### config.mk
export PLATFORM = sky130hd
export DESIGN_NAME = lin_mode_ctrl
export DESIGN_NICKNAME = d
export VERILOG_FILES = /design/src/rtl/lin_mode_pkg.sv /design/src/rtl/lin_mode_ctrl.sv /design/src/rtl/rx_skid_buffer.sv
export SDC_FILE = /design/constraint.sdc
export NUM_CORES = 1
export LEC_CHECK = 0
export BUFFER_PORTS_ARGS = -buffer_cell sky130_fd_sc_hd__buf_4
export CORE_MARGIN = 3
export CORE_UTILIZATION = 65
export CTS_BUF_LIST = sky130_fd_sc_hd__clkbuf_2
export DETAILED_ROUTE_END_ITERATION = 12
export GPL_ROUTABILITY_DRIVEN = 0
export PLACE_DENSITY = 0.87
export SLEW_MARGIN = 30
export SYNTH_ARGS = -nofsm -noshare
export SYNTH_HDL_FRONTEND = slang
export SYNTH_SLANG_ARGS = --single-unit
### constraint.sdc
create_clock -name clk -period 3.3 [get_ports clk]
set_input_delay 0.33 -clock clk [delete_from_list [all_inputs] [get_ports clk]]
set_output_delay 0.33 -clock clk [all_outputs]
set_load 0.05 [all_outputs]
### src/rtl/lin_mode_pkg.sv
// constants for the single-wire link transceiver mode control
// assumes a 200 MHz core clock
package lin_mode_pkg;
   // transceiver mode field encodings
   localparam logic [1:0] MODE_OFF = 2'h0;
   localparam logic [1:0] MODE_WAKE = 2'h1;
   localparam logic [1:0] MODE_RXONLY = 2'h2;
   localparam logic [1:0] MODE_NORMAL = 2'h3;
   // global chip mode encodings
   localparam logic [2:0] CHIP_NORMAL = 3'h0;
   localparam logic [2:0] CHIP_STOP = 3'h1;
   localparam logic [2:0] CHIP_SLEEP = 3'h2;
   localparam logic [2:0] CHIP_RESTART = 3'h3;
   localparam logic [2:0] CHIP_FAILSAFE = 3'h4;
   // timing
   localparam int CLK_PERIOD_PS = 5000;
   localparam int ENABLE_TIME_NS = 10000;
   localparam int ENABLE_CYCLES = (ENABLE_TIME_NS * 1000 + CLK_PERIOD_PS - 1) / CLK_PERIOD_PS;
   localparam int WAKE_FILTER_NS = 30000;
   localparam int WAKE_CYCLES = (WAKE_FILTER_NS * 1000 + CLK_PERIOD_PS - 1) / CLK_PERIOD_PS;
endpackage : lin_mode_pkg

### src/rtl/lin_mode_ctrl.sv
// mode control and data path of a single-wire link transceiver
// assumes the bus comparator and the transmit pin arrive asynchronously
// What this block does
// - after power-up the transceiver is off with no transmit or receive activity.
// - off mode can be selected in every global chip mode.
// - in off mode bus wake activity is ignored; a latched wake stays on wakeSeen one cycle into off if off is set in chip sleep with the bus dominant.
// - the transceiver mode follows the mode bits where the chip mode allows; normal and receive-only fall back to wake-capable outside chip normal or stop.
// - normal mode is entered by a mode write while the chip is in its normal mode.
// - normal mode is allowed only while the chip mode is normal or stop.
// - in normal mode a low transmit input drives dominant and a high one releases the bus.
// - a dominant level held over the enabling period is not sent; only one starting after recessive is.
// - in normal mode the receive output shows the bus, low dominant and high recessive.
// - in receive-only mode the driver is off and the receive output still follows the bus.
// - receive-only mode is entered by command and allowed only in chip normal or stop mode.
// - wake-capable mode is code 01 and still reads 01 after a bus wake.
// - after a bus wake in wake-capable mode the receive output is low until the mode changes.
module lin_mode_ctrl #(
   parameter int ENABLE_CYC = lin_mode_pkg::ENABLE_CYCLES,
   parameter int WAKE_CYC = lin_mode_pkg::WAKE_CYCLES
) (
   // clock, reset, enable
   input wire logic clk,
   input wire logic rst_n,
   input wire logic clkEn,
   // serial-port mode write and chip mode
   input wire logic modeWrite,
   input wire logic [1:0] busTransceiverModeBits,
   input wire logic [2:0] systemChipMode,
   // controller side pins
   input wire logic linTransmitInput,
   output logic linReceiveOutput,
   // bus side
   input wire logic busLevelIn,
   output logic busDriveDominant,
   // status
   output logic [1:0] activeMode,
   output logic wakeSeen
);
   initial begin
      if (ENABLE_CYC < 1 || WAKE_CYC < 1) $error("cycle counts must be positive");
   end

   typedef enum logic [3:0] {
      ST_OFF = 4'h1,
      ST_WAKE = 4'h2,
      ST_RXONLY = 4'h4,
      ST_NORMAL = 4'h8
   } mode_e;

   // ----------------------------------------
   // reset release and pin synchronisers
   // ----------------------------------------
   logic [1:0] rstSync_r;
   logic rstN;
   always_ff @(posedge clk or negedge rst_n) begin
      if (!rst_n) begin
         rstSync_r <= 2'h0;
      end else begin
         rstSync_r <= {rstSync_r[0], 1'b1};
      end
   end
   assign rstN = rstSync_r[1];

   // three stages; a change counts when stages two and three agree
   logic [2:0] txSync_r, busSync_r;
   logic txIn_r, busIn_r;
   logic txIn_nxt, busIn_nxt;
   always_comb begin
      txIn_nxt = (txSync_r[1] == txSync_r[2]) ? txSync_r[2] : txIn_r;
      busIn_nxt = (busSync_r[1] == busSync_r[2]) ? busSync_r[2] : busIn_r;
   end
   always_ff @(posedge clk or negedge rstN) begin
      if (!rstN) begin
         txSync_r <= 3'h7;
         busSync_r <= 3'h7;
         txIn_r <= 1'b1;
         busIn_r <= 1'b1;
      end else if (clkEn) begin
         txSync_r <= {txSync_r[1:0], linTransmitInput};
         busSync_r <= {busSync_r[1:0], busLevelIn};
         txIn_r <= txIn_nxt;
         busIn_r <= busIn_nxt;
      end
   end

   // ----------------------------------------
   // mode state machine
   // ----------------------------------------
   mode_e state_r, state_nxt;
   logic wake_r, wake_nxt;
   logic [15:0] enCnt_r, enCnt_nxt;
   logic [15:0] wkCnt_r, wkCnt_nxt;
   logic armed_r, armed_nxt;
   logic chipActive;
   logic enDone;

   always_comb begin
      chipActive = (systemChipMode == lin_mode_pkg::CHIP_NORMAL) ||
                   (systemChipMode == lin_mode_pkg::CHIP_STOP);
      state_nxt = state_r;
      if (modeWrite) begin
         case (busTransceiverModeBits)
            lin_mode_pkg::MODE_OFF: state_nxt = ST_OFF;
            lin_mode_pkg::MODE_WAKE: state_nxt = ST_WAKE;
            lin_mode_pkg::MODE_RXONLY: state_nxt = chipActive ? ST_RXONLY : state_r;
            lin_mode_pkg::MODE_NORMAL:
               state_nxt = (systemChipMode == lin_mode_pkg::CHIP_NORMAL) ? ST_NORMAL : state_r;
            default: state_nxt = state_r;
         endcase
      end
      // leaving allowed chip modes drops active modes back to wake monitoring
      if (!modeWrite && !chipActive && (state_r == ST_NORMAL || state_r == ST_RXONLY)) begin
         state_nxt = ST_WAKE;
      end
   end

   always_comb begin
      enDone = (enCnt_r >= 16'(ENABLE_CYC));
      enCnt_nxt = enCnt_r;
      armed_nxt = armed_r;
      if (state_nxt != ST_NORMAL || state_r != ST_NORMAL) begin
         enCnt_nxt = 16'h0;
         armed_nxt = 1'b0;
      end else begin
         if (!enDone) begin
            enCnt_nxt = enCnt_r + 16'h1;
         end
         if (enDone && txIn_r) begin
            armed_nxt = 1'b1;
         end
      end
   end

   always_comb begin
      wkCnt_nxt = 16'h0;
      wake_nxt = wake_r;
      if (state_nxt != state_r || state_r != ST_WAKE) begin
         wake_nxt = 1'b0;
      end else if (!busIn_r) begin
         wkCnt_nxt = (wkCnt_r >= 16'(WAKE_CYC)) ? wkCnt_r : wkCnt_r + 16'h1;
         if (wkCnt_r >= 16'(WAKE_CYC)) begin
            wake_nxt = 1'b1;
         end
      end
      if (systemChipMode == lin_mode_pkg::CHIP_SLEEP && state_r == ST_WAKE && wake_r && !busIn_r) begin
         wake_nxt = 1'b1;
      end
   end

   always_ff @(posedge clk or negedge rstN) begin
      if (!rstN) begin
         state_r <= ST_OFF;
         enCnt_r <= 16'h0;
         armed_r <= 1'b0;
         wkCnt_r <= 16'h0;
         wake_r <= 1'b0;
      end else if (clkEn) begin
         state_r <= state_nxt;
         enCnt_r <= enCnt_nxt;
         armed_r <= armed_nxt;
         wkCnt_r <= wkCnt_nxt;
         wake_r <= wake_nxt;
      end
   end

   // ----------------------------------------
   // data path and outputs
   // ----------------------------------------
   logic rxLevel, bufValid, bufReady, rxWord;
   logic drive_r, drive_nxt;
   logic [1:0] modeOut_r, modeOut_nxt;

   always_comb begin
      drive_nxt = 1'b0;
      rxLevel = 1'b1;
      modeOut_nxt = lin_mode_pkg::MODE_OFF;
      case (state_r)
         ST_OFF: rxLevel = 1'b1;
         ST_WAKE: begin
            modeOut_nxt = lin_mode_pkg::MODE_WAKE;
            rxLevel = !wake_r;
         end
         ST_RXONLY: begin
            modeOut_nxt = lin_mode_pkg::MODE_RXONLY;
            rxLevel = busIn_r;
         end
         ST_NORMAL: begin
            modeOut_nxt = lin_mode_pkg::MODE_NORMAL;
            drive_nxt = armed_r && !txIn_r;
            rxLevel = busIn_r;
         end
         default: rxLevel = 1'b1;
      endcase
   end

   // receive levels through the two-entry buffer; drain always ready
   rx_skid_buffer #(.WIDTH(1)) rxBuf (
      .clk(clk),
      .rstN(rstN),
      .clkEn(clkEn),
      .inValid(1'b1),
      .inReady(bufReady),
      .inData(rxLevel),
      .outValid(bufValid),
      .outReady(1'b1),
      .outData(rxWord)
   );

   logic rxOut_r, rxOut_nxt;
   always_comb begin
      rxOut_nxt = (bufValid && bufReady) ? rxWord : rxOut_r;
   end

   always_ff @(posedge clk or negedge rstN) begin
      if (!rstN) begin
         drive_r <= 1'b0;
         modeOut_r <= lin_mode_pkg::MODE_OFF;
         rxOut_r <= 1'b1;
      end else if (clkEn) begin
         drive_r <= drive_nxt;
         modeOut_r <= modeOut_nxt;
         rxOut_r <= rxOut_nxt;
      end
   end

   assign busDriveDominant = drive_r;
   assign linReceiveOutput = rxOut_r;
   assign activeMode = modeOut_r;
   assign wakeSeen = wake_r;

   // ----------------------------------------
   // checks
   // ----------------------------------------
   off_no_drive_a: assert property (@(posedge clk) disable iff (!rstN)
      (clkEn && state_r == ST_OFF) |=> !busDriveDominant) else $error("driver active in off mode");
   rxonly_no_drive_a: assert property (@(posedge clk) disable iff (!rstN)
      (clkEn && state_r == ST_RXONLY) |=> !busDriveDominant) else $error("driver active in receive-only");
   off_no_wake_a: assert property (@(posedge clk) disable iff (!rstN)
      (state_r == ST_OFF) |-> !wake_r) else $error("wake latched in off mode");
   normal_gate_a: assert property (@(posedge clk) disable iff (!rstN)
      (clkEn && $changed(state_r) && state_r == ST_NORMAL) |-> $past(systemChipMode) == lin_mode_pkg::CHIP_NORMAL)
      else $error("normal entered outside chip normal");
   rxonly_gate_a: assert property (@(posedge clk) disable iff (!rstN)
      ($changed(state_r) && state_r == ST_RXONLY) |-> $past(chipActive)) else $error("receive-only not allowed");
   early_dominant_a: assert property (@(posedge clk) disable iff (!rstN)
      (clkEn && state_r == ST_NORMAL && !armed_r) |=> !busDriveDominant) else $error("dominant before arming");
   wake_code_a: assert property (@(posedge clk) disable iff (!rstN)
      (state_r == ST_WAKE && wake_r) |=> activeMode == lin_mode_pkg::MODE_WAKE) else $error("wake code lost");
   mode_write_a: assert property (@(posedge clk) disable iff (!rstN)
      (clkEn && !modeWrite && chipActive) |=> $stable(state_r)) else $error("mode moved without write");
   off_select_a: assert property (@(posedge clk) disable iff (!rstN)
      (clkEn && modeWrite && busTransceiverModeBits == lin_mode_pkg::MODE_OFF) |=> state_r == ST_OFF)
      else $error("off not taken");
endmodule : lin_mode_ctrl

### src/rtl/rx_skid_buffer.sv
// two-entry buffer with valid/ready on both sides
// assumes producer and consumer on the same clock
module rx_skid_buffer #(
   parameter int WIDTH = 1
) (
   // clock and control
   input wire logic clk,
   input wire logic rstN,
   input wire logic clkEn,
   // fill side
   input wire logic inValid,
   output logic inReady,
   input wire logic [WIDTH-1:0] inData,
   // drain side
   output logic outValid,
   input wire logic outReady,
   output logic [WIDTH-1:0] outData
);
   initial begin
      if (WIDTH < 1) $error("width must be at least one");
   end

   logic [WIDTH-1:0] mem_r [2];
   logic [WIDTH-1:0] mem_nxt [2];
   logic wrPtr_r, wrPtr_nxt, rdPtr_r, rdPtr_nxt;
   logic [1:0] count_r, count_nxt;
   logic [WIDTH-1:0] outData_r, outData_nxt;
   logic outValid_r, outValid_nxt;
   logic push, pop;

   // next state of storage and pointers
   always_comb begin
      push = inValid && (count_r != 2'h2);
      pop = (count_r != 2'h0) && (!outValid_r || outReady);
      mem_nxt = mem_r;
      wrPtr_nxt = wrPtr_r;
      rdPtr_nxt = rdPtr_r;
      count_nxt = count_r;
      outData_nxt = outData_r;
      outValid_nxt = outValid_r;
      if (outValid_r && outReady) begin
         outValid_nxt = 1'b0;
      end
      if (push) begin
         mem_nxt[wrPtr_r] = inData;
         wrPtr_nxt = ~wrPtr_r;
      end
      if (pop) begin
         outData_nxt = mem_r[rdPtr_r];
         outValid_nxt = 1'b1;
         rdPtr_nxt = ~rdPtr_r;
      end
      count_nxt = count_r + {1'b0, push} - {1'b0, pop};
   end

   // register stage
   always_ff @(posedge clk or negedge rstN) begin
      if (!rstN) begin
         mem_r[0] <= '0;
         mem_r[1] <= '0;
         wrPtr_r <= 1'b0;
         rdPtr_r <= 1'b0;
         count_r <= 2'h0;
         outData_r <= '1;
         outValid_r <= 1'b0;
      end else if (clkEn) begin
         mem_r <= mem_nxt;
         wrPtr_r <= wrPtr_nxt;
         rdPtr_r <= rdPtr_nxt;
         count_r <= count_nxt;
         outData_r <= outData_nxt;
         outValid_r <= outValid_nxt;
      end
   end

   assign inReady = (count_r != 2'h2);
   assign outValid = outValid_r;
   assign outData = outData_r;
endmodule : rx_skid_buffer

* Word level (Yosys, flattened, before mapping)
Index checks and enable logic that the tools add are counted.
** Storage, ports and cells
- Bits of input ports :: 11
- Logic and storage cells :: 110
- Bits in registers :: 60
** Operators by class
- Reduce and logical (&&, ||, !) cells :: 33
- Equality and inequality tests :: 18
- Add/sub/neg operators :: 4
- Multiplexer cells :: 26
- Order comparisons :: 5
- Bitwise gates (word level) :: 4
** Operators with widths (number)
- 16-bit two-way mux :: 5
- 16-bit by 1-bit adder with 16-bit output, second input constant :: 2
- 16-bit by 11-bit >= comparator with 1-bit output, second input constant :: 1
- 16-bit by 13-bit >= comparator with 1-bit output, second input constant :: 1
- 4-bit two-way mux :: 4
- 4-bit case mux with 4 select lines :: 1
- 2-bit AND reduction :: 8
- 1-bit two-way mux :: 12
- 1-bit logical AND :: 9
- 4-bit != test, second input constant :: 2
- 2-bit case mux with 3 select lines :: 1
- 1-bit zero test :: 5
- 2-bit equality test, second input constant :: 2
- 4-bit by 2-bit equality test with 1-bit output, second input constant :: 1
- 4-bit by 3-bit equality test with 1-bit output, second input constant :: 1
- 4-bit equality test, second input constant :: 1
- 2-bit >= comparator, second input constant :: 2
- 1-bit logical OR :: 4
- 4-bit by 2-bit != test with 1-bit output, second input constant :: 1
- 4-bit != test :: 1
- 1-bit NOT with 2-bit output :: 2
- 2-bit nonzero test :: 2
- 3-bit by 1-bit equality test with 1-bit output, second input constant :: 1
- 3-bit by 2-bit equality test with 1-bit output, second input constant :: 1
- 18 further kinds :: 20

* Logic depth before layout (Yosys ltp)
- Word-level depth :: 10
- Depth in mapped cells :: 7
- Gate-level depth less buffers :: 6

* Hierarchy
From an unflattened synthesis, not the netlist that was laid out.
** Second synthesis, totals
- Cells, all modules :: 344
- Area, all modules :: 3342.0 um2
** By module, submodules not included
- lin_mode_ctrl :: area each 2876.5 um2, times used 1, sequential area each 1313.8 um2, cells each 299
- rx_skid_buffer :: area each 465.4 um2, times used 1, sequential area each 201.4 um2, cells each 45

* Worst setup path before layout
Ideal clock, no wire load.
- Path kind :: input to register
- From :: input port systemChipMode[2]
- To :: register wkCnt_r[11]
- Data arrival time :: 2.050 ns
- Setup time :: 0.130 ns
- Data required time :: 3.170 ns
- Slack :: 1.120 ns
- Stages :: 6
- Path through :: or4b_2 a22oi_1 o311ai_2 o311ai_4 or4_1 a21oi_1
** On the way
- Cells in the longest elaborated chain, start to end :: 10
** Ends and longest elaborated chain
- start, declared :: RTL line lin_mode_ctrl.sv:28 : input wire logic [2:0] systemChipMode,
- 3-bit by 1-bit equality test with 1-bit output / 3-bit zero test (equally long branches) :: RTL line lin_mode_ctrl.sv:99, lin_mode_ctrl.sv:98, lin_mode_ctrl.sv:107
- 1-bit logical OR :: RTL line lin_mode_ctrl.sv:98 : chipActive = (systemChipMode == lin_mode_pkg::CHIP_NORMAL) ||
- 4-bit two-way mux / 1-bit zero test (equally long branches) :: RTL line lin_mode_ctrl.sv:105, lin_mode_ctrl.sv:112
- 4-bit case mux with 4 select lines / 1-bit logical AND (equally long branches) :: RTL line lin_mode_ctrl.sv:102, lin_mode_ctrl.sv:112
- 4-bit two-way mux / 1-bit logical AND (equally long branches) :: RTL line lin_mode_ctrl.sv:101, lin_mode_ctrl.sv:112
- 4-bit two-way mux (*) :: RTL line lin_mode_ctrl.sv:112 : if (!modeWrite && !chipActive && (state_r == ST_NORMAL || state_r == ST_RXONLY)) begin
- 4-bit != test (*) :: RTL line lin_mode_ctrl.sv:137 : if (state_nxt != state_r || state_r != ST_WAKE) begin
- 1-bit logical OR (*) :: RTL line lin_mode_ctrl.sv:137
- 3-bit != test (no source line)
- 2-bit AND reduction (no source line)
- end signal, assigned :: RTL line lin_mode_ctrl.sv:161 : wkCnt_r <= wkCnt_nxt;
- end, declared :: RTL line lin_mode_ctrl.sv:92 : logic [15:0] wkCnt_r, wkCnt_nxt;
Every way passes the cells marked *; elsewhere a longest branch is shown, timed or not.
A chain may end at the register's enable or synchronous reset.

* Worst setup path after layout
- From :: register state_r[1]
- To :: register wkCnt_r[0]
** On the way
- Cells in the longest elaborated chain, start to end :: 8
** Ends and longest elaborated chain
- start, declared :: RTL line lin_mode_ctrl.sv:89 : mode_e state_r, state_nxt;
- start signal, assigned :: RTL line lin_mode_ctrl.sv:158 : state_r <= state_nxt;
- 4-bit two-way mux (tied with other cells) :: RTL line lin_mode_ctrl.sv:107 : state_nxt = (systemChipMode == lin_mode_pkg::CHIP_NORMAL) ? ST_NORMAL : state_r;
- 4-bit case mux with 4 select lines / 1-bit logical OR (equally long branches) :: RTL line lin_mode_ctrl.sv:102, lin_mode_ctrl.sv:112
- 4-bit two-way mux / 1-bit logical AND (equally long branches) :: RTL line lin_mode_ctrl.sv:101, lin_mode_ctrl.sv:112
- 4-bit two-way mux :: RTL line lin_mode_ctrl.sv:112
- 4-bit != test :: RTL line lin_mode_ctrl.sv:137
- 1-bit logical OR (*) :: RTL line lin_mode_ctrl.sv:137
- 3-bit != test (no source line)
- 2-bit AND reduction (no source line)
Marked as above.

==> impl_metrics.csv <==
group,metric,value,unit
global_route,grt_max_degree,35,
cells_and_area,final_cell_mix,"dfrtp_1 (48), nor2_1 (30), o21ai_0 (28)",
placement,port_buffers,15,
pwr,peakVddDrop,392.5,uV
worst_setup_path,end_kind,"register",
clocking,clkSlewWorstSetupHoldPaths,0.18,ns
clocking,post-cts-setup-buffer-count,0,
synth,ys_seq_elements,60,
worst_setup_path,r2r_start,"state_r[1]$_DFFE_PN0P_",
detailed_routing,via_per_inst,6.323,
worst_setup_path,reg2reg_slack,0.75,ns
die,die_area,5536,um^2
timing,hold_viol_final,0,
timing,setup_slack,0.7498,ns
synth,synth.distinct_cells,60,
timing,fin_hold_ws,0.05294,ns
worst_setup_path,critical_path_class,"reg2reg",
clocking,cts_inserted_buffers,9,
global_route,grt-ovfl-total,0,
min_path,worst_hold_path.num_cells,2,
detailed_routing,drc,0,
die,start_util,0.6844,
detailed_routing,final_antenna_net_count,0,
global_route,met3_usage,0.05270,
cells_and_area,fillers,305,
timing,post-route-period-util,0.7728,
cells_and_area,final_nets,345,
pwr,power_density,498.3,nW/um^2
status,status,"completed",
cells_and_area,syn_to_final_growth,10.90,%
detailed_routing,dr_total_vias,2447,
timing,drv_slew,0,
cells_and_area,diodes,0,
worst_setup_path,startpoint_type,"register",
cells_and_area,fin_cells,387,
synth,synth-seq-area-share,0.4981,
timing,rsz0062_at_grt,"no",
worst_setup_path,rr_worst_depth,5,
clocking,max-clock-path-buffers,2,
detailed_routing,drt_iter0_markers,227,
clocking,cts_max_level,3,
placement,post-place-cells,369,
placement,place_hpwl,4079,um
timing,post-route-min-period,2.550,ns
synth,avgSynthCellArea,9.780,um^2
die,core_area,4444,um^2
timing,tns,0,ns
timing,tightestPinTransition,0.8691,ns
synth,synth_edf_count,0,
synth,synth_warnings,0,
detailed_routing,first_pass_iters,9,
detailed_routing,drt-wirelength-per-cell,15.60,um
die,die_w,74.41,um
timing,skew,0.02177,ns
placement,pre_cts_ws,0.7959,ns
clocking,clockRootBuffer,"clkbuf_2",
clocking,cts_tree,"yes",
synth,async_flop_share,1.000,
die,rows,24,
min_path,min_to,"busSync_r[0]$_DFFE_PN1P_",
synth,ys.flop_type,"dfrtp_1",
flow_run,drv_cap,0,
worst_setup_path,rr_endpoint,"wkCnt_r[0]$_DFFE_PN0P_",
die,die_y,74.41,um
timing,setup-violations-final,0,
timing,max_slew_margin,0.4124,
synth,synthCells,311,
global_route,grt_use_met2,0.3766,
global_route,antenna_found_initial,0,
global_route,busiest_layer,"met2",
pwr,p_leak,0.001389,uW
detailed_routing,routed_wl,6036,um
global_route,grt_pass1_vias,2267,
synth,syn-num-nets,326,
global_route,grt_pass1_wl,9970,um
timing,max_freq,392.1,MHz
die,io_pins,16,
clocking,clk_latency,0.49,ns
clocking,cts_sinks,60,
worst_setup_path,crit_arrival,2.96,ns
global_route,use_met1,0.3029,
cells_and_area,layout_commonest_cell,"dfrtp_1",
worst_setup_path,path_max_fanout,11,
global_route,grt_usage,0.2356,
min_path,min_from,"busLevelIn",
worst_setup_path,critical_path_required,3.71,ns
min_path,hold_class,"in2reg",
synth,syn_area,3042,um^2
cells_and_area,drive_above_1_share,0.1851,
[state kept, by name, indices dropped and copies added, names as in the netlist]
name / count
rxBuf.count_r: 2
rxBuf.outValid: 1
enCnt_r: 16
busSync_r: 3
busIn_r: 1
wakeSeen: 1
state_r: 4
rxBuf.outData: 1
linReceiveOutput: 1
rxBuf.mem_r: 2
rstSync_r: 2
txSync_r: 3
rxBuf.rdPtr_r: 1
wkCnt_r: 16
activeMode: 2
busDriveDominant: 1
rxBuf.wrPtr_r: 1
txIn_r: 1
armed_r: 1
[Yosys cell counts (all sizes together) (2+ instances only)]
library cell | instances | area (um^2)
o31ai | 6 | 45.04
nor3 | 9 | 50.05
xnor2 | 8 | 77.58
a211oi | 4 | 30.03
dfrtp | 49 | 1226
a41oi | 2 | 17.52
xor2 | 3 | 26.28
nor4 | 2 | 12.51
nand2b | 2 | 12.51
and4 | 3 | 26.28
buf | 2 | 8.750
nand2 | 26 | 97.59
ha | 4 | 50.05
clkbuf | 9 | 35.03
nand3b | 3 | 22.52
mux2 | 8 | 90.09
inv | 17 | 63.81
dfstp | 11 | 289.0
a31oi | 5 | 46.29
nor2b | 3 | 18.77
or4 | 2 | 15.01
nand4 | 7 | 43.79
o31a | 2 | 17.52
nand3 | 14 | 70.07
o311ai | 2 | 42.55
or4b | 2 | 20.02
a21oi | 14 | 70.07
o2bb2ai | 2 | 17.52
or3 | 4 | 25.02
o21ai | 28 | 140.1
nor2 | 30 | 112.6
or2 | 2 | 12.51
and3 | 5 | 31.28
nor4b | 2 | 17.52
[cell families (layout without fill, tap and decap cells)]
logic type	Yosys count	after routing	synth area share
AND/OR/NAND/NOR	119	119	0.2007
AO/OA/AOI/OAI	79	79	0.1810
flip-flops	60	60	0.4982
buffers and inverters	28	52	0.03537
XOR/XNOR	11	11	0.03415
multiplexers	9	9	0.03291
adder cells (fa/ha/maj)	4	4	0.01645
other	1	1	0.001233
[worst max-delay path by stage]
stage	start	to
3_5_place_dp	systemChipMode[2]	wkCnt_r[0]$_DFFE_PN0P_
3_3_place_gp	systemChipMode[2]	wkCnt_r[11]$_DFFE_PN0P_
4_1_cts	state_r[2]$_DFFE_PN0P_	wkCnt_r[12]$_DFFE_PN0P_
5_1_grt	state_r[1]$_DFFE_PN0P_	wkCnt_r[0]$_DFFE_PN0P_
2_1_floorplan	systemChipMode[2]	wkCnt_r[11]$_DFFE_PN0P_
6_report	state_r[1]$_DFFE_PN0P_	wkCnt_r[0]$_DFFE_PN0P_
[repair_timing]
item                                   CTS  global route
endpoints found under the hold margin    3             0
hold buffers                             2             0
gates resized for setup                  0             0
setup endpoints to repair                0             0
[power breakdown]
part           switching, uW  internal (uW)  total (uW)
combinational            122           81.7         204
sequential              62.8            805         868
clock                    278            331         609
[metal layers]
layer,vias up,share of wire
met2,95,0.48
met1,1177,0.44
met3,14,0.058
li1,1161,-
met4,0,0.022
met5,-,0
[critical path, stage by stage, from the launching register on]
cell and delay (ns):
dfrtp_1 0.57, nor4b_1 0.75, o311ai_2 0.39, nor2_1 0.35
nand3_1 0.19, o21ai_0 0.21
[cell type report]
type                            count  area, um^2  area share
Tap cell                           52       65.06     0.01929
Clock inverter                      6       111.4     0.03301
Timing Repair Buffer               19       147.6     0.04377
Sequential cell                    60        1516      0.4496
Multi-Input combinational cell    223        1419      0.4206
Clock buffer                       10       50.05     0.01484
Inverter                           17       63.81     0.01892
[stage by stage]
stage	util	area, um^2	total power, uW
after floorplan	-	3042	1014
after global placement	0.7182	3192	1069
after detailed placement	0.7182	3192	1079
after CTS	0.7590	3373	1687
after global routing	0.7590	3373	1749
final	0.7590	3373	1681
No activity file was read; power rests on OpenSTA's default activity.
